$ cat src/hdl/osc_switch_pkg.sv
// constants and types for the oscillator switch controller
package osc_switch_pkg;
    // ------------------------------------------------------------
    // register map
    // ------------------------------------------------------------
    localparam logic [3:0]  ADDR_CTRL       = 4'h0;  // osc_control_reg
    localparam logic [3:0]  ADDR_IRQ_STAT   = 4'h4;  // sticky events
    localparam logic [3:0]  ADDR_IRQ_MASK   = 4'h8;  // event mask
    localparam logic [15:0] CTRL_RESET      = 16'h0000;
    // bit positions of osc_control_reg
    localparam int CUR_LSB   = 12;
    localparam int NXT_LSB   = 8;
    localparam int LOCK_BIT  = 5;
    localparam int FAIL_BIT  = 3;
    localparam int REQ_BIT   = 0;
    // unlock keys
    localparam logic [7:0] KEY_HI_1 = 8'h78;
    localparam logic [7:0] KEY_HI_2 = 8'h9a;
    localparam logic [7:0] KEY_LO_1 = 8'h46;
    localparam logic [7:0] KEY_LO_2 = 8'h57;
    // ------------------------------------------------------------
    // sources and timing
    // ------------------------------------------------------------
    localparam int          NUM_SRC      = 8;
    localparam logic [2:0]  SRC_LOW_POWER_RC_OSC     = 3'h5;   // low-power rc source code
    localparam logic [2:0]  SRC_SECONDARY_OSC     = 3'h4;   // secondary oscillator code
    localparam logic [3:0]  SETTLE_COUNT = 4'ha;   // new-clock cycles before change
    // interrupt status bits
    localparam int IRQ_DONE  = 0;
    localparam int IRQ_ABORT = 1;
    localparam int IRQ_W     = 2;
    // ------------------------------------------------------------
    // bus carrier
    // ------------------------------------------------------------
    typedef struct packed {
        logic [3:0]  addr;
        logic [15:0] wdata;
        logic [1:0]  be;     // byte lanes: bit1 high byte, bit0 low byte
        logic        wr;
        logic        rd;
    } bus_req_s;
    typedef enum logic [2:0] {
        SW_IDLE   = 3'b000,
        SW_START  = 3'b001,
        SW_WAIT   = 3'b010,
        SW_SETTLE = 3'b011,
        SW_DONE   = 3'b100
    } sw_state_e;
endpackage

$ cat src/hdl/osc_switch_ctrl.sv
// oscillator switch controller: control register, switch sequencer, interrupts
`timescale 1ns/10ps
`default_nettype none
module osc_switch_ctrl (
    // clock and reset
    input  wire logic                      core_clk,
    input  wire logic                      nrst,
    // register port
    input  wire osc_switch_pkg::bus_req_s  bus,
    output logic [15:0]                    rdata,
    // oscillator status pins, asynchronous
    input  wire logic [7:0]                osc_running,   // per source
    input  wire logic [7:0]                osc_new_clk,   // raw clock of each source
    input  wire logic [7:0]                src_is_xtal,   // source needs startup timer
    input  wire logic [7:0]                src_uses_pll,
    input  wire logic                      startup_timer_done,
    input  wire logic                      pll_locked,
    input  wire logic                      clk_fail_evt,  // fail-safe monitor event
    // keep-on conditions
    input  wire logic                      watchdog_en,
    input  wire logic                      fail_safe_en,
    input  wire logic                      secondary_osc_keep_on,
    // oscillator control
    output logic [7:0]                     osc_enable,
    output logic [2:0]                     sys_clk_sel,
    output logic                           irq
);
    import osc_switch_pkg::*;
    // ------------------------------------------------------------
    // input synchronisers
    // ------------------------------------------------------------
    // status pins cross clock domains:
    // two flops before logic reads them; src_is_xtal and src_uses_pll are read directly
    localparam int SYN_W = 8 + 8 + 3;
    logic [SYN_W-1:0] syn1_r;
    logic [SYN_W-1:0] syn2_r;
    logic [7:0]       clk_d_r;   // previous synchronised new clocks
    logic [SYN_W-1:0] syn_in;
    assign syn_in = {osc_running, osc_new_clk, startup_timer_done, pll_locked, clk_fail_evt};
    // first stage feeds only the second stage
    always_ff @(posedge core_clk) begin
        if (!nrst) begin
            syn1_r  <= '0;
            syn2_r  <= '0;
            clk_d_r <= 8'h00;
        end else begin
            syn1_r  <= syn_in;
            syn2_r  <= syn1_r;
            clk_d_r <= syn2_r[10:3];
        end
    end
    // synchronised views
    logic [7:0] run_s;
    logic [7:0] clk_s;
    logic       ost_s;
    logic       lock_s;
    logic       fail_s;
    assign run_s  = syn2_r[18:11];
    assign clk_s  = syn2_r[10:3];
    assign ost_s  = syn2_r[2];
    assign lock_s = syn2_r[1];
    assign fail_s = syn2_r[0];
    // ------------------------------------------------------------
    // register state
    // ------------------------------------------------------------
    // fields first, then bookkeeping
    logic [2:0]        cur_r, cur_nxt;         // current_osc_sel
    logic [2:0]        next_r, next_nxt;       // next_osc_sel
    logic              req_r, req_nxt;         // switch_request
    logic              lock_r, lock_nxt;       // pll lock flag
    logic              fail_r, fail_nxt;       // clock_fail_flag
    logic [7:0]        en_r, en_nxt;           // oscillator enables
    logic [IRQ_W-1:0]  ist_r, ist_nxt;         // sticky events
    logic [IRQ_W-1:0]  imsk_r, imsk_nxt;
    logic [15:0]       rdata_r, rdata_nxt;
    sw_state_e         st_r, st_nxt;
    logic [2:0]        old_r, old_nxt;         // source being left
    // ------------------------------------------------------------
    // byte lane unlock gates
    // ------------------------------------------------------------
    // any strobe is an access; one that is not the next key
    // drops a half-entered key sequence
    logic acc;
    logic ctrl_wr;
    logic hi_open;
    logic lo_open;
    assign acc     = bus.wr || bus.rd;
    assign ctrl_wr = bus.wr && bus.addr == ADDR_CTRL;
    unlock_gate u_hi (
        .core_clk  (core_clk),
        .nrst      (nrst),
        .acc       (acc),
        .lane_wr   (ctrl_wr && bus.be[1]),
        .lane_data (bus.wdata[15:8]),
        .key1      (KEY_HI_1),
        .key2      (KEY_HI_2),
        .open      (hi_open)
    );
    unlock_gate u_lo (
        .core_clk  (core_clk),
        .nrst      (nrst),
        .acc       (acc),
        .lane_wr   (ctrl_wr && bus.be[0]),
        .lane_data (bus.wdata[7:0]),
        .key1      (KEY_LO_1),
        .key2      (KEY_LO_2),
        .open      (lo_open)
    );
    // writes land only through an open gate;
    // key writes store nothing
    logic hi_take;
    logic lo_take;
    assign hi_take = hi_open && ctrl_wr && bus.be[1];
    assign lo_take = lo_open && ctrl_wr && bus.be[0];
    // ------------------------------------------------------------
    // settle counter on the new source clock
    // ------------------------------------------------------------
    // limitation: the new source must run
    // far below core_clk, or edges are lost
    logic new_tick;
    logic settled;
    assign new_tick = clk_s[next_r] && !clk_d_r[next_r];
    settle_counter u_settle (
        .core_clk (core_clk),
        .nrst     (nrst),
        .run      (st_r == SW_SETTLE),
        .tick     (new_tick),
        .expired  (settled)
    );
    // ------------------------------------------------------------
    // switch sequencer and register next state
    // ------------------------------------------------------------
    // the sequencer never holds the bus; software keeps running
    always_comb begin
        cur_nxt  = cur_r;
        next_nxt = next_r;
        req_nxt  = req_r;
        lock_nxt = lock_r;
        fail_nxt = fail_r || fail_s;
        en_nxt   = en_r;
        st_nxt   = st_r;
        old_nxt  = old_r;
        ist_nxt  = ist_r;
        imsk_nxt = imsk_r;
        // writes first; the case may override
        // next source frozen while busy
        if (hi_take && st_r == SW_IDLE) next_nxt = bus.wdata[NXT_LSB +: 3];
        if (lo_take && bus.wdata[REQ_BIT]) req_nxt = 1'b1;
        if (bus.wr && bus.addr == ADDR_IRQ_MASK) imsk_nxt = bus.wdata[IRQ_W-1:0];
        // clear before the case: set wins
        if (bus.wr && bus.addr == ADDR_IRQ_STAT) ist_nxt = ist_r & ~bus.wdata[IRQ_W-1:0];
        if (st_r == SW_WAIT && src_uses_pll[next_r] && lock_s) lock_nxt = 1'b1;
        case (st_r)
            SW_IDLE: begin
                // wait for a request
                if (req_r) st_nxt = SW_START;
            end
            SW_START: begin
                if (cur_r == next_r) begin
                    // redundant: drop and report
                    req_nxt = 1'b0;
                    ist_nxt[IRQ_ABORT] = 1'b1;
                    st_nxt  = SW_IDLE;
                end else begin
                    // valid: clear flags, start source
                    lock_nxt = 1'b0;
                    // a fail event now beats the clear
                    fail_nxt = fail_s;
                    en_nxt[next_r] = 1'b1;
                    old_nxt = cur_r;
                    st_nxt  = SW_WAIT;
                end
            end
            SW_WAIT: begin
                // crystal waits for startup timer, pll waits for lock
                if (run_s[next_r]
                    && (!src_is_xtal[next_r] || ost_s)
                    && (!src_uses_pll[next_r] || lock_r))
                    st_nxt = SW_SETTLE;
            end
            SW_SETTLE: begin
                // ten new-clock ticks, then change
                if (settled) begin
                    cur_nxt = next_r;
                    req_nxt = 1'b0;
                    st_nxt  = SW_DONE;
                end
            end
            SW_DONE: begin
                // old source kept only when a keeper still needs it
                if (!((old_r == SRC_LOW_POWER_RC_OSC && (watchdog_en || fail_safe_en))
                      || (old_r == SRC_SECONDARY_OSC && secondary_osc_keep_on)))
                    en_nxt[old_r] = 1'b0;
                ist_nxt[IRQ_DONE] = 1'b1;
                st_nxt = SW_IDLE;
            end
            // unused codes fall back to idle
            default: st_nxt = SW_IDLE;
        endcase
        // never stop the live source
        en_nxt[cur_nxt] = 1'b1;  // the running system source is never stopped
    end
    // ------------------------------------------------------------
    // read mux, data one cycle after the strobe
    // ------------------------------------------------------------
    // idle and unmapped reads give zero
    // registered: costs a cycle, no glitches
    always_comb begin
        rdata_nxt = 16'h0000;
        if (bus.rd) begin
            case (bus.addr)
                ADDR_CTRL: begin
                    rdata_nxt[CUR_LSB +: 3] = cur_r;
                    rdata_nxt[NXT_LSB +: 3] = next_r;
                    rdata_nxt[LOCK_BIT]     = lock_r;
                    rdata_nxt[FAIL_BIT]     = fail_r;
                    rdata_nxt[REQ_BIT]      = req_r;
                end
                ADDR_IRQ_STAT: rdata_nxt[IRQ_W-1:0] = ist_r;
                ADDR_IRQ_MASK: rdata_nxt[IRQ_W-1:0] = imsk_r;
                default:       rdata_nxt = 16'h0000;
            endcase
        end
    end
    // ------------------------------------------------------------
    // state registers
    // ------------------------------------------------------------
    // every register runs on every edge
    always_ff @(posedge core_clk) begin
        if (!nrst) begin
            // source zero selected and running
            cur_r   <= CTRL_RESET[CUR_LSB +: 3];
            next_r  <= CTRL_RESET[NXT_LSB +: 3];
            req_r   <= 1'b0;
            lock_r  <= 1'b0;
            fail_r  <= 1'b0;
            en_r    <= 8'h01;   // source zero runs out of reset
            ist_r   <= '0;
            imsk_r  <= '0;
            rdata_r <= 16'h0000;
            st_r    <= SW_IDLE;
            old_r   <= 3'h0;
        end else begin
            cur_r   <= cur_nxt;
            next_r  <= next_nxt;
            req_r   <= req_nxt;
            lock_r  <= lock_nxt;
            fail_r  <= fail_nxt;
            en_r    <= en_nxt;
            ist_r   <= ist_nxt;
            imsk_r  <= imsk_nxt;
            rdata_r <= rdata_nxt;
            st_r    <= st_nxt;
            old_r   <= old_nxt;
        end
    end
    // outputs from flops; irq is a level
    assign rdata       = rdata_r;
    assign osc_enable  = en_r;
    assign sys_clk_sel = cur_r;
    assign irq         = |(ist_r & imsk_r);
    // ------------------------------------------------------------
    // checks
    // ------------------------------------------------------------
    a_equal_abort: assert property (@(posedge core_clk) disable iff (!nrst)
        (st_r == SW_START && cur_r == next_r) |=> !req_r && st_r == SW_IDLE && $stable(cur_r))
        else $error("redundant switch not abandoned");
    a_flags_cleared: assert property (@(posedge core_clk) disable iff (!nrst)
        (st_r == SW_START && cur_r != next_r) |=> !lock_r && (!fail_r || $past(fail_s)))
        else $error("lock or fail flag not cleared at switch start");
    a_new_enabled: assert property (@(posedge core_clk) disable iff (!nrst)
        (st_r == SW_START && cur_r != next_r) |=> osc_enable[next_r])
        else $error("new oscillator not enabled");
    a_xtal_hold: assert property (@(posedge core_clk) disable iff (!nrst)
        (st_r == SW_WAIT && src_is_xtal[next_r] && !ost_s) |=> st_r != SW_SETTLE)
        else $error("crystal switch left wait before timer expiry");
    a_pll_hold: assert property (@(posedge core_clk) disable iff (!nrst)
        (st_r == SW_WAIT && src_uses_pll[next_r] && !lock_r) |=> st_r != SW_SETTLE)
        else $error("pll switch left wait before lock");
    a_cur_stable: assert property (@(posedge core_clk) disable iff (!nrst)
        (st_r != SW_SETTLE) |=> $stable(cur_r))
        else $error("current source changed outside changeover");
    a_done_copy: assert property (@(posedge core_clk) disable iff (!nrst)
        (st_r == SW_SETTLE && settled) |=> cur_r == next_r && !req_r)
        else $error("changeover did not copy source or clear request");
    a_hi_locked: assert property (@(posedge core_clk) disable iff (!nrst)
        (ctrl_wr && bus.be[1] && !hi_open) |=> $stable(next_r))
        else $error("next source changed without unlock");
    // refused low write starts nothing
    a_lo_locked: assert property (@(posedge core_clk) disable iff (!nrst)
        (ctrl_wr && bus.be[0] && !lo_open && !req_r && st_r == SW_IDLE) |=> !req_r)
        else $error("request set while locked");
    a_req_taken: assert property (@(posedge core_clk) disable iff (!nrst)
        (lo_take && bus.wdata[REQ_BIT] && st_r == SW_IDLE) |=> req_r)
        else $error("request write lost");
    // old source other than the low-power rc or secondary stopped after changeover
    a_old_stopped: assert property (@(posedge core_clk) disable iff (!nrst)
        (st_r == SW_DONE && old_r != SRC_LOW_POWER_RC_OSC && old_r != SRC_SECONDARY_OSC) |=> !osc_enable[old_r])
        else $error("old oscillator left running");
    a_lock_set: assert property (@(posedge core_clk) disable iff (!nrst)
        (st_r == SW_WAIT && src_uses_pll[next_r] && lock_s) |=> lock_r)
        else $error("lock flag not set");
endmodule // osc_switch_ctrl
`default_nettype wire

$ cat src/hdl/settle_counter.sv
// counter of new-source clock ticks before changeover
`timescale 1ns/10ps
`default_nettype none
module settle_counter (
    // clock and reset
    input  wire logic core_clk,
    input  wire logic nrst,
    // control
    input  wire logic run,       // counting enabled
    input  wire logic tick,      // synchronised new-clock rising edge
    // result
    output logic      expired
);
    import osc_switch_pkg::*;
    logic [3:0] cnt_r;
    logic [3:0] cnt_nxt;
    // ------------------------------------------------------------
    // tick counter
    // ------------------------------------------------------------
    always_comb begin
        cnt_nxt = cnt_r;
        if (!run)                             cnt_nxt = 4'h0;
        else if (tick && cnt_r != SETTLE_COUNT) cnt_nxt = cnt_r + 4'h1;
    end
    always_ff @(posedge core_clk) begin
        if (!nrst) cnt_r <= 4'h0;
        else       cnt_r <= cnt_nxt;
    end
    assign expired = run && (cnt_r == SETTLE_COUNT);
endmodule // settle_counter
`default_nettype wire

$ cat src/hdl/unlock_gate.sv
// two-key unlock detector for one byte lane of the control register
`timescale 1ns/10ps
`default_nettype none
module unlock_gate (
    // clock and reset
    input  wire logic       core_clk,
    input  wire logic       nrst,
    // lane access
    input  wire logic       acc,      // any bus access this cycle
    input  wire logic       lane_wr,  // write to this lane of the control register
    input  wire logic [7:0] lane_data,
    input  wire logic [7:0] key1,
    input  wire logic [7:0] key2,
    // result
    output logic            open      // next lane write is accepted
);
    import osc_switch_pkg::*;
    logic [1:0] st_r;   // 0 idle, 1 first key seen, 2 open
    logic [1:0] st_nxt;
    // ------------------------------------------------------------
    // key sequencer
    // ------------------------------------------------------------
    // any access that is not the expected key drops the sequence
    always_comb begin
        st_nxt = st_r;
        if (acc) begin
            if (st_r == 2'h0 && lane_wr && lane_data == key1) begin
                st_nxt = 2'h1;
            end else if (st_r == 2'h1 && lane_wr && lane_data == key2) begin
                st_nxt = 2'h2;
            end else if (st_r != 2'h0 && lane_wr && lane_data == key1) begin
                st_nxt = 2'h1;  // restart on a fresh first key
            end else begin
                st_nxt = 2'h0;
            end
        end
    end
    always_ff @(posedge core_clk) begin
        if (!nrst) st_r <= 2'h0;
        else       st_r <= st_nxt;
    end
    assign open = (st_r == 2'h2);
    a_open_after_keys: assert property (@(posedge core_clk) disable iff (!nrst)
        $rose(open) |-> $past(acc) && $past(lane_wr) && $past(lane_data) == key2)
        else $error("unlock opened without second key");
endmodule // unlock_gate
`default_nettype wire
$ cat config.mk
export PLATFORM = sky130hd
export DESIGN_NAME = osc_switch_ctrl
export DESIGN_NICKNAME = d
export VERILOG_FILES = /design/src/hdl/osc_switch_pkg.sv /design/src/hdl/osc_switch_ctrl.sv /design/src/hdl/settle_counter.sv /design/src/hdl/unlock_gate.sv
export SDC_FILE = /design/constraint.sdc
export NUM_CORES = 1
export LEC_CHECK = 0
export ABC_AREA = 1
export ABC_CLOCK_PERIOD_IN_PS = 3270
export BUFFER_PORTS_ARGS = -buffer_cell sky130_fd_sc_hd__buf_2
export CAP_MARGIN = 30
export CORE_MARGIN = 2
export CORE_UTILIZATION = 47
export DETAILED_ROUTE_END_ITERATION = 10
export PLACE_DENSITY = 0.7
export SYNTH_ARGS = -nofsm -noshare
export SYNTH_HDL_FRONTEND = slang
export SYNTH_HIERARCHICAL = 1
export SYNTH_SLANG_ARGS = --single-unit
$ cat constraint.sdc
create_clock -name core_clk -period 3.27 [get_ports core_clk]
set_input_delay 0.4905 -clock core_clk [delete_from_list [all_inputs] [get_ports core_clk]]
set_output_delay 0.4905 -clock core_clk [all_outputs]
set_load 0.01 [all_outputs]
=== After elaboration in Yosys (flattened, before gate mapping) ===
Cells that the tools add are included.

* Logic and storage cells: 161
* Bits of input ports: 64
* Flip-flop bits (word level): 97

* Multiplexer cells: 47
* $lt $le $gt $ge: 6
* Equality and inequality tests: 22
* Reductions and logical operators: 57
* Add/subtract/negate cells: 1
* Bitwise gates (word level): 8

{| class="wikitable"
|+ Operators with widths
! cell !! number
|-
| 1-bit logical AND || 35
|-
| 8-bit by 7-bit == test with 1-bit output, second input constant || 3
|-
| 1-bit two-way mux || 21
|-
| 8-bit two-way mux || 2
|-
| 8-bit bitwise OR || 2
|-
| 8-bit case mux with 2 select lines || 1
|-
| 1-bit binary-select mux with 3-bit select || 5
|-
| 3-bit two-way mux || 5
|-
| 3-bit by 4-bit < comparator with 1-bit output, second input constant || 3
|-
| 2-bit two-way mux || 6
|-
| 3-bit case mux with 4 select lines || 1
|-
| 1-bit demux with 3-bit select || 3
|-
| 3-bit == test, second input constant || 3
|-
| 3-bit by 1-bit greater-or-equal comparator with 1-bit output, second input constant || 3
|-
| 8-bit AND || 1
|-
| 4-bit == test, second input constant || 2
|-
| 8-bit == test, second input constant || 1
|-
| 8-bit NOT || 1
|-
| 3-bit by 2-bit == test with 1-bit output, second input constant || 2
|-
| 1-bit logical OR || 6
|-
| 2-bit AND reduction || 3
|-
| 3-bit AND reduction || 2
|-
| 2-bit nonzero test || 3
|-
| 4-bit by 1-bit adder with 4-bit output, second input constant || 1
|-
| 18 further kinds || 26
|}

=== Depth between registers and ports, before layout ===
* Depth in word-level cells: 9
* Mapped depth: 15
* Mapped depth without buffers: 14

=== By module ===
Netlist, hierarchy kept.

{| class="wikitable"
|+ By module, submodules not included
! module !! area each (sq um) !! instances !! cells an instance
|-
| osc_switch_ctrl || 3413.3 || 1 || 470
|-
| unlock_gate || 377.9 || 2 || 81
|-
| settle_counter || 220.2 || 1 || 32
|}

=== Worst setup path after synthesis ===
OpenSTA, ideal clock, no wires.

* Kind: flip-flop to flip-flop
* Start point: register next_r[1]
* End point: register u_settle.cnt_r[3]
* Cell stages (with the launch flop): 15
* Slack: 1565 ps
* Arrival: 1592 ps
* Setup time: 113 ps
* Required time: 3157 ps
* Path buffers: 1
* Cell sequence: dfxtp_1 > buf_6 > inv_6 > nand2_1 > inv_1 > nand2_1 > inv_1 > nand2_1 > o21ai_0 > nor2_1 > nand4_1 > a21oi_1 > nand4_1 > nor2_1 > nor2_1

* Cells in the longest elaborated chain, start to end: 5
* Elaborated cells between the ends (all ways): 7
* Those cells by class: mux (4); reduce/logical (3)

{| class="wikitable"
|+ Ends and longest elaborated chain
! what !! RTL line !! RTL
|-
| start: declaration || osc_switch_ctrl.sv:68 || <nowiki>logic [2:0] next_r, next_nxt;</nowiki>
|-
| start signal: assignment || osc_switch_ctrl.sv:233 || <nowiki>next_r <= CTRL_RESET[NXT_LSB +: 3];</nowiki>
|-
| start signal: assignment || osc_switch_ctrl.sv:245 || <nowiki>next_r <= next_nxt;</nowiki>
|-
| 1-bit binary-select mux with 3-bit select || osc_switch_ctrl.sv:122 || <nowiki>assign new_tick = clk_s[next_r] && !clk_d_r[next_r];</nowiki>
|-
| 1-bit two-way mux (implied by the code) || osc_switch_ctrl.sv:122 ||
|-
| 1-bit logical NOT || osc_switch_ctrl.sv:122 ||
|-
| 1-bit logical AND (*) || osc_switch_ctrl.sv:122 ||
|-
| via new_tick || osc_switch_ctrl.sv:120 || <nowiki>logic new_tick;</nowiki>
|-
| 1-bit logical AND (*) || settle_counter.sv:23 || <nowiki>else if (tick && cnt_r != SETTLE_COUNT) cnt_nxt = cnt_r + 4'h1;</nowiki>
|-
| end signal: assignment || settle_counter.sv:27 || <nowiki>else cnt_r <= cnt_nxt;</nowiki>
|-
| end: declaration || settle_counter.sv:15 || <nowiki>logic [3:0] cnt_r;</nowiki>
|}

The timed path passes the listed nets; every way through them passes the cells marked *. The select of a mux whose other input is x is not followed.
A chain may end at the register's enable or synchronous reset.

=== Worst setup path in the final report ===
* Start point: register next_r[0]
* End point: register u_settle.cnt_r[3]

The elaborated chain is that of the path after synthesis.

==> results.ini <==
[outcome]
status = completed

[floorplan]
die_w_um = 101
fp-row-count = 35
fp.dieArea_mm2 = 0.0101
die_y_um = 101
ios = 92
initial_utilization = 0.480
core-area_mm2 = 0.00915

[route]
vias = 4093
avgViaCountPerCell = 4.46
drt_first_pass_iters = 5
wl_per_cell_um = 10.4
finalWirelength_mm = 9.55
postRouteAntennaNets = 0
drt_iter0_markers = 155
route.detailed.drc = 0

[sta]
finalHoldViolCount = 0
slew_violations = 0
setup_viol = 0
worst_pin_slew_ns = 0.648
worst_slack_ns = 0.729
period_needed_ns = 2.54
timing.final.crit_share = 0.777
grt_setup_unrepaired = no
max_freq_mhz = 394
slew_headroom = 0.567
finalSetupTns_ns = 0
fin_skew_ns = 0.0133

[global_route]
grt_pass1_vias = 3728
antenna_found_initial = 0
top_usage_layer = met2
grt_start_max_net_pins = 41
grt_util_met2 = 0.354
grtUsageMet3 = 0.0534
globalRouteOverflowTotal = 0
met1_usage = 0.230
grt_pass1_wl_mm = 16.1
track_usage = 0.198

[clocking]
h-tree-depth = 3
clkTransAtPathRegs_ns = 0.10
numCtsBuffers = 9
cts_root_buf = clkbuf_8
cts_tree = done
clkSinkCount = 91
hold_buffers = 0
clk_path_buf_depth = 2
ctsResizeCount = 0
post-cts-setup-buffer-count = 0
clk_latency_ns = 0.37

[final_layout]
nNetsFinal = 868
multi_input_area_mm2 = 0.00214
fillers = 906
layout-drive-gt1-share = 0.159
layout_commonest_cell = nand2_1
instances_no_fill = 918
diodes = 0
areaGrowthSynthToFinish_pct = 19.8
ff_latch_area_mm2 = 0.00182
final_cell_mix = nand2_1 (217), inv_1 (129), dfxtp_1 (91)

[placement]
place_ws_ns = 0.785
dp_hpwl_mm = 7.29
gp_congestion = 0.894
placedCellCount = 902
io_buffers = 85

[synth]
ys_types = 38
synth_area_per_cell_um2 = 6.61
ys.flop_type = dfxtp_1
async_flop_share = 0
synth-seq-area-share = 0.415
synth_cells = 664
yosysWarnings = 6
synth_edf_count = 0
synth_area_mm2 = 0.00439
synth-seq-cells = 91

[worst_setup_path]
path_max_fanout = 20
cp-end-kind = register
required_ns = 3.58
arrival_ns = 2.85
cp-start-kind = register
path_class = register to register

[power_and_ir_drop]
p_leak_nw = 3.05
power_density_mw_per_mm2 = 395
power_mw = 2.07
ir_drop_uv = 259

[run]
drv_cap = 0

[worst_hold_path]
hold_class = input pin to register

## power by group
group / total, mW / switching [mW] / internal (mW)
Sequential: 1.15 / 0.0140 / 1.14
Combinational: 0.192 / 0.116 / 0.0761
Clock: 0.731 / 0.434 / 0.297
## sequential cells by signal (all words and copies together) (netlist names)
| name | flops |
|---|---|
| ist_r | 2 |
| old_r | 3 |
| lock_r | 1 |
| imsk_r | 2 |
| syn2_r | 19 |
| next_r | 3 |
| osc_enable | 8 |
| sys_clk_sel | 3 |
| u_hi/st_r | 2 |
| u_settle/cnt_r | 4 |
| u_lo/st_r | 2 |
| fail_r | 1 |
| st_r | 3 |
| rdata | 10 |
| req_r | 1 |
| clk_d_r | 8 |
| syn1_r | 19 |
## through the flow
stage,hold slack [ns],instance area (um2),util
CTS,0.279,5260,0.574
floorplan,0.390,4610,-
detailed placement,0.395,5060,0.553
global placement,0.393,5060,0.553
finish,0.294,5260,0.574
global route,0.283,5260,0.574
## cell type report
cell class	count	share of cell area
clock buffers	9	0.0236
well taps	111	0.0264
inverters	139	0.100
flip-flops and latches	91	0.347
multi-input cells	475	0.408
clock inverters	7	0.0133
repair buffers	86	0.0824
## worst max-delay path, stage by stage, from the launching register on
cell and delay (ns):
dfxtp_1 0.74, inv_2 0.31, nand2_1 0.20, inv_1 0.07, nand2_1 0.06, o21ai_0 0.07
nor2_1 0.10, nand4_1 0.09, a21oi_1 0.45, nand4_1 0.18, nand2_1 0.09, nand2_1 0.05
nor2_1 0.09
## worst paths after layout
| path | cells after the start | to | startpoint | slack (ns) |
|---|---|---|---|---|
| hold reg to reg | 2 | syn2_r[15] | syn1_r[15] | 0.41 |
| setup reg to reg | 12 | u_settle/cnt_r[3] | next_r[0] | 0.73 |
| setup / recovery | 12 | u_settle/cnt_r[3] | next_r[0] | 0.73 |
| hold / removal | 3 | syn1_r[9] | osc_new_clk[6] | 0.29 |
## per-layer routing
layer / part of all wire / vias to the layer above
li1: - / 2194
met1: 0.44 / 1772
met2: 0.49 / 111
met3: 0.056 / 16
met4: 0.017 / 0
met5: 0 / -
## synthesized netlist by cell type (all sizes together), types with 3 or more instances
library cell / instances / area (um2)
buf: 12 / 97.6
nand4: 4 / 25.0
nand2: 222 / 856
nor2: 70 / 287
o21ai: 28 / 174
clkbuf: 7 / 26.3
xnor2: 7 / 61.3
inv: 137 / 519
nand3: 29 / 160
a31oi: 6 / 37.5
dfxtp: 91 / 1820
nor3: 7 / 35.0
o31ai: 3 / 22.5
a21oi: 21 / 113
## logic make-up after synthesis
logic type               after synthesis  synth area share
buffers and inverters                158             0.148
adder cells (fa/ha/maj)                2           0.00570
AO/OA/AOI/OAI                         67            0.0961
flip-flops                            91             0.415
other                                  2           0.00171
XOR/XNOR                               9            0.0180
AND/OR/NAND/NOR                      335             0.315
No activity file was read; power rests on OpenSTA's default activity.
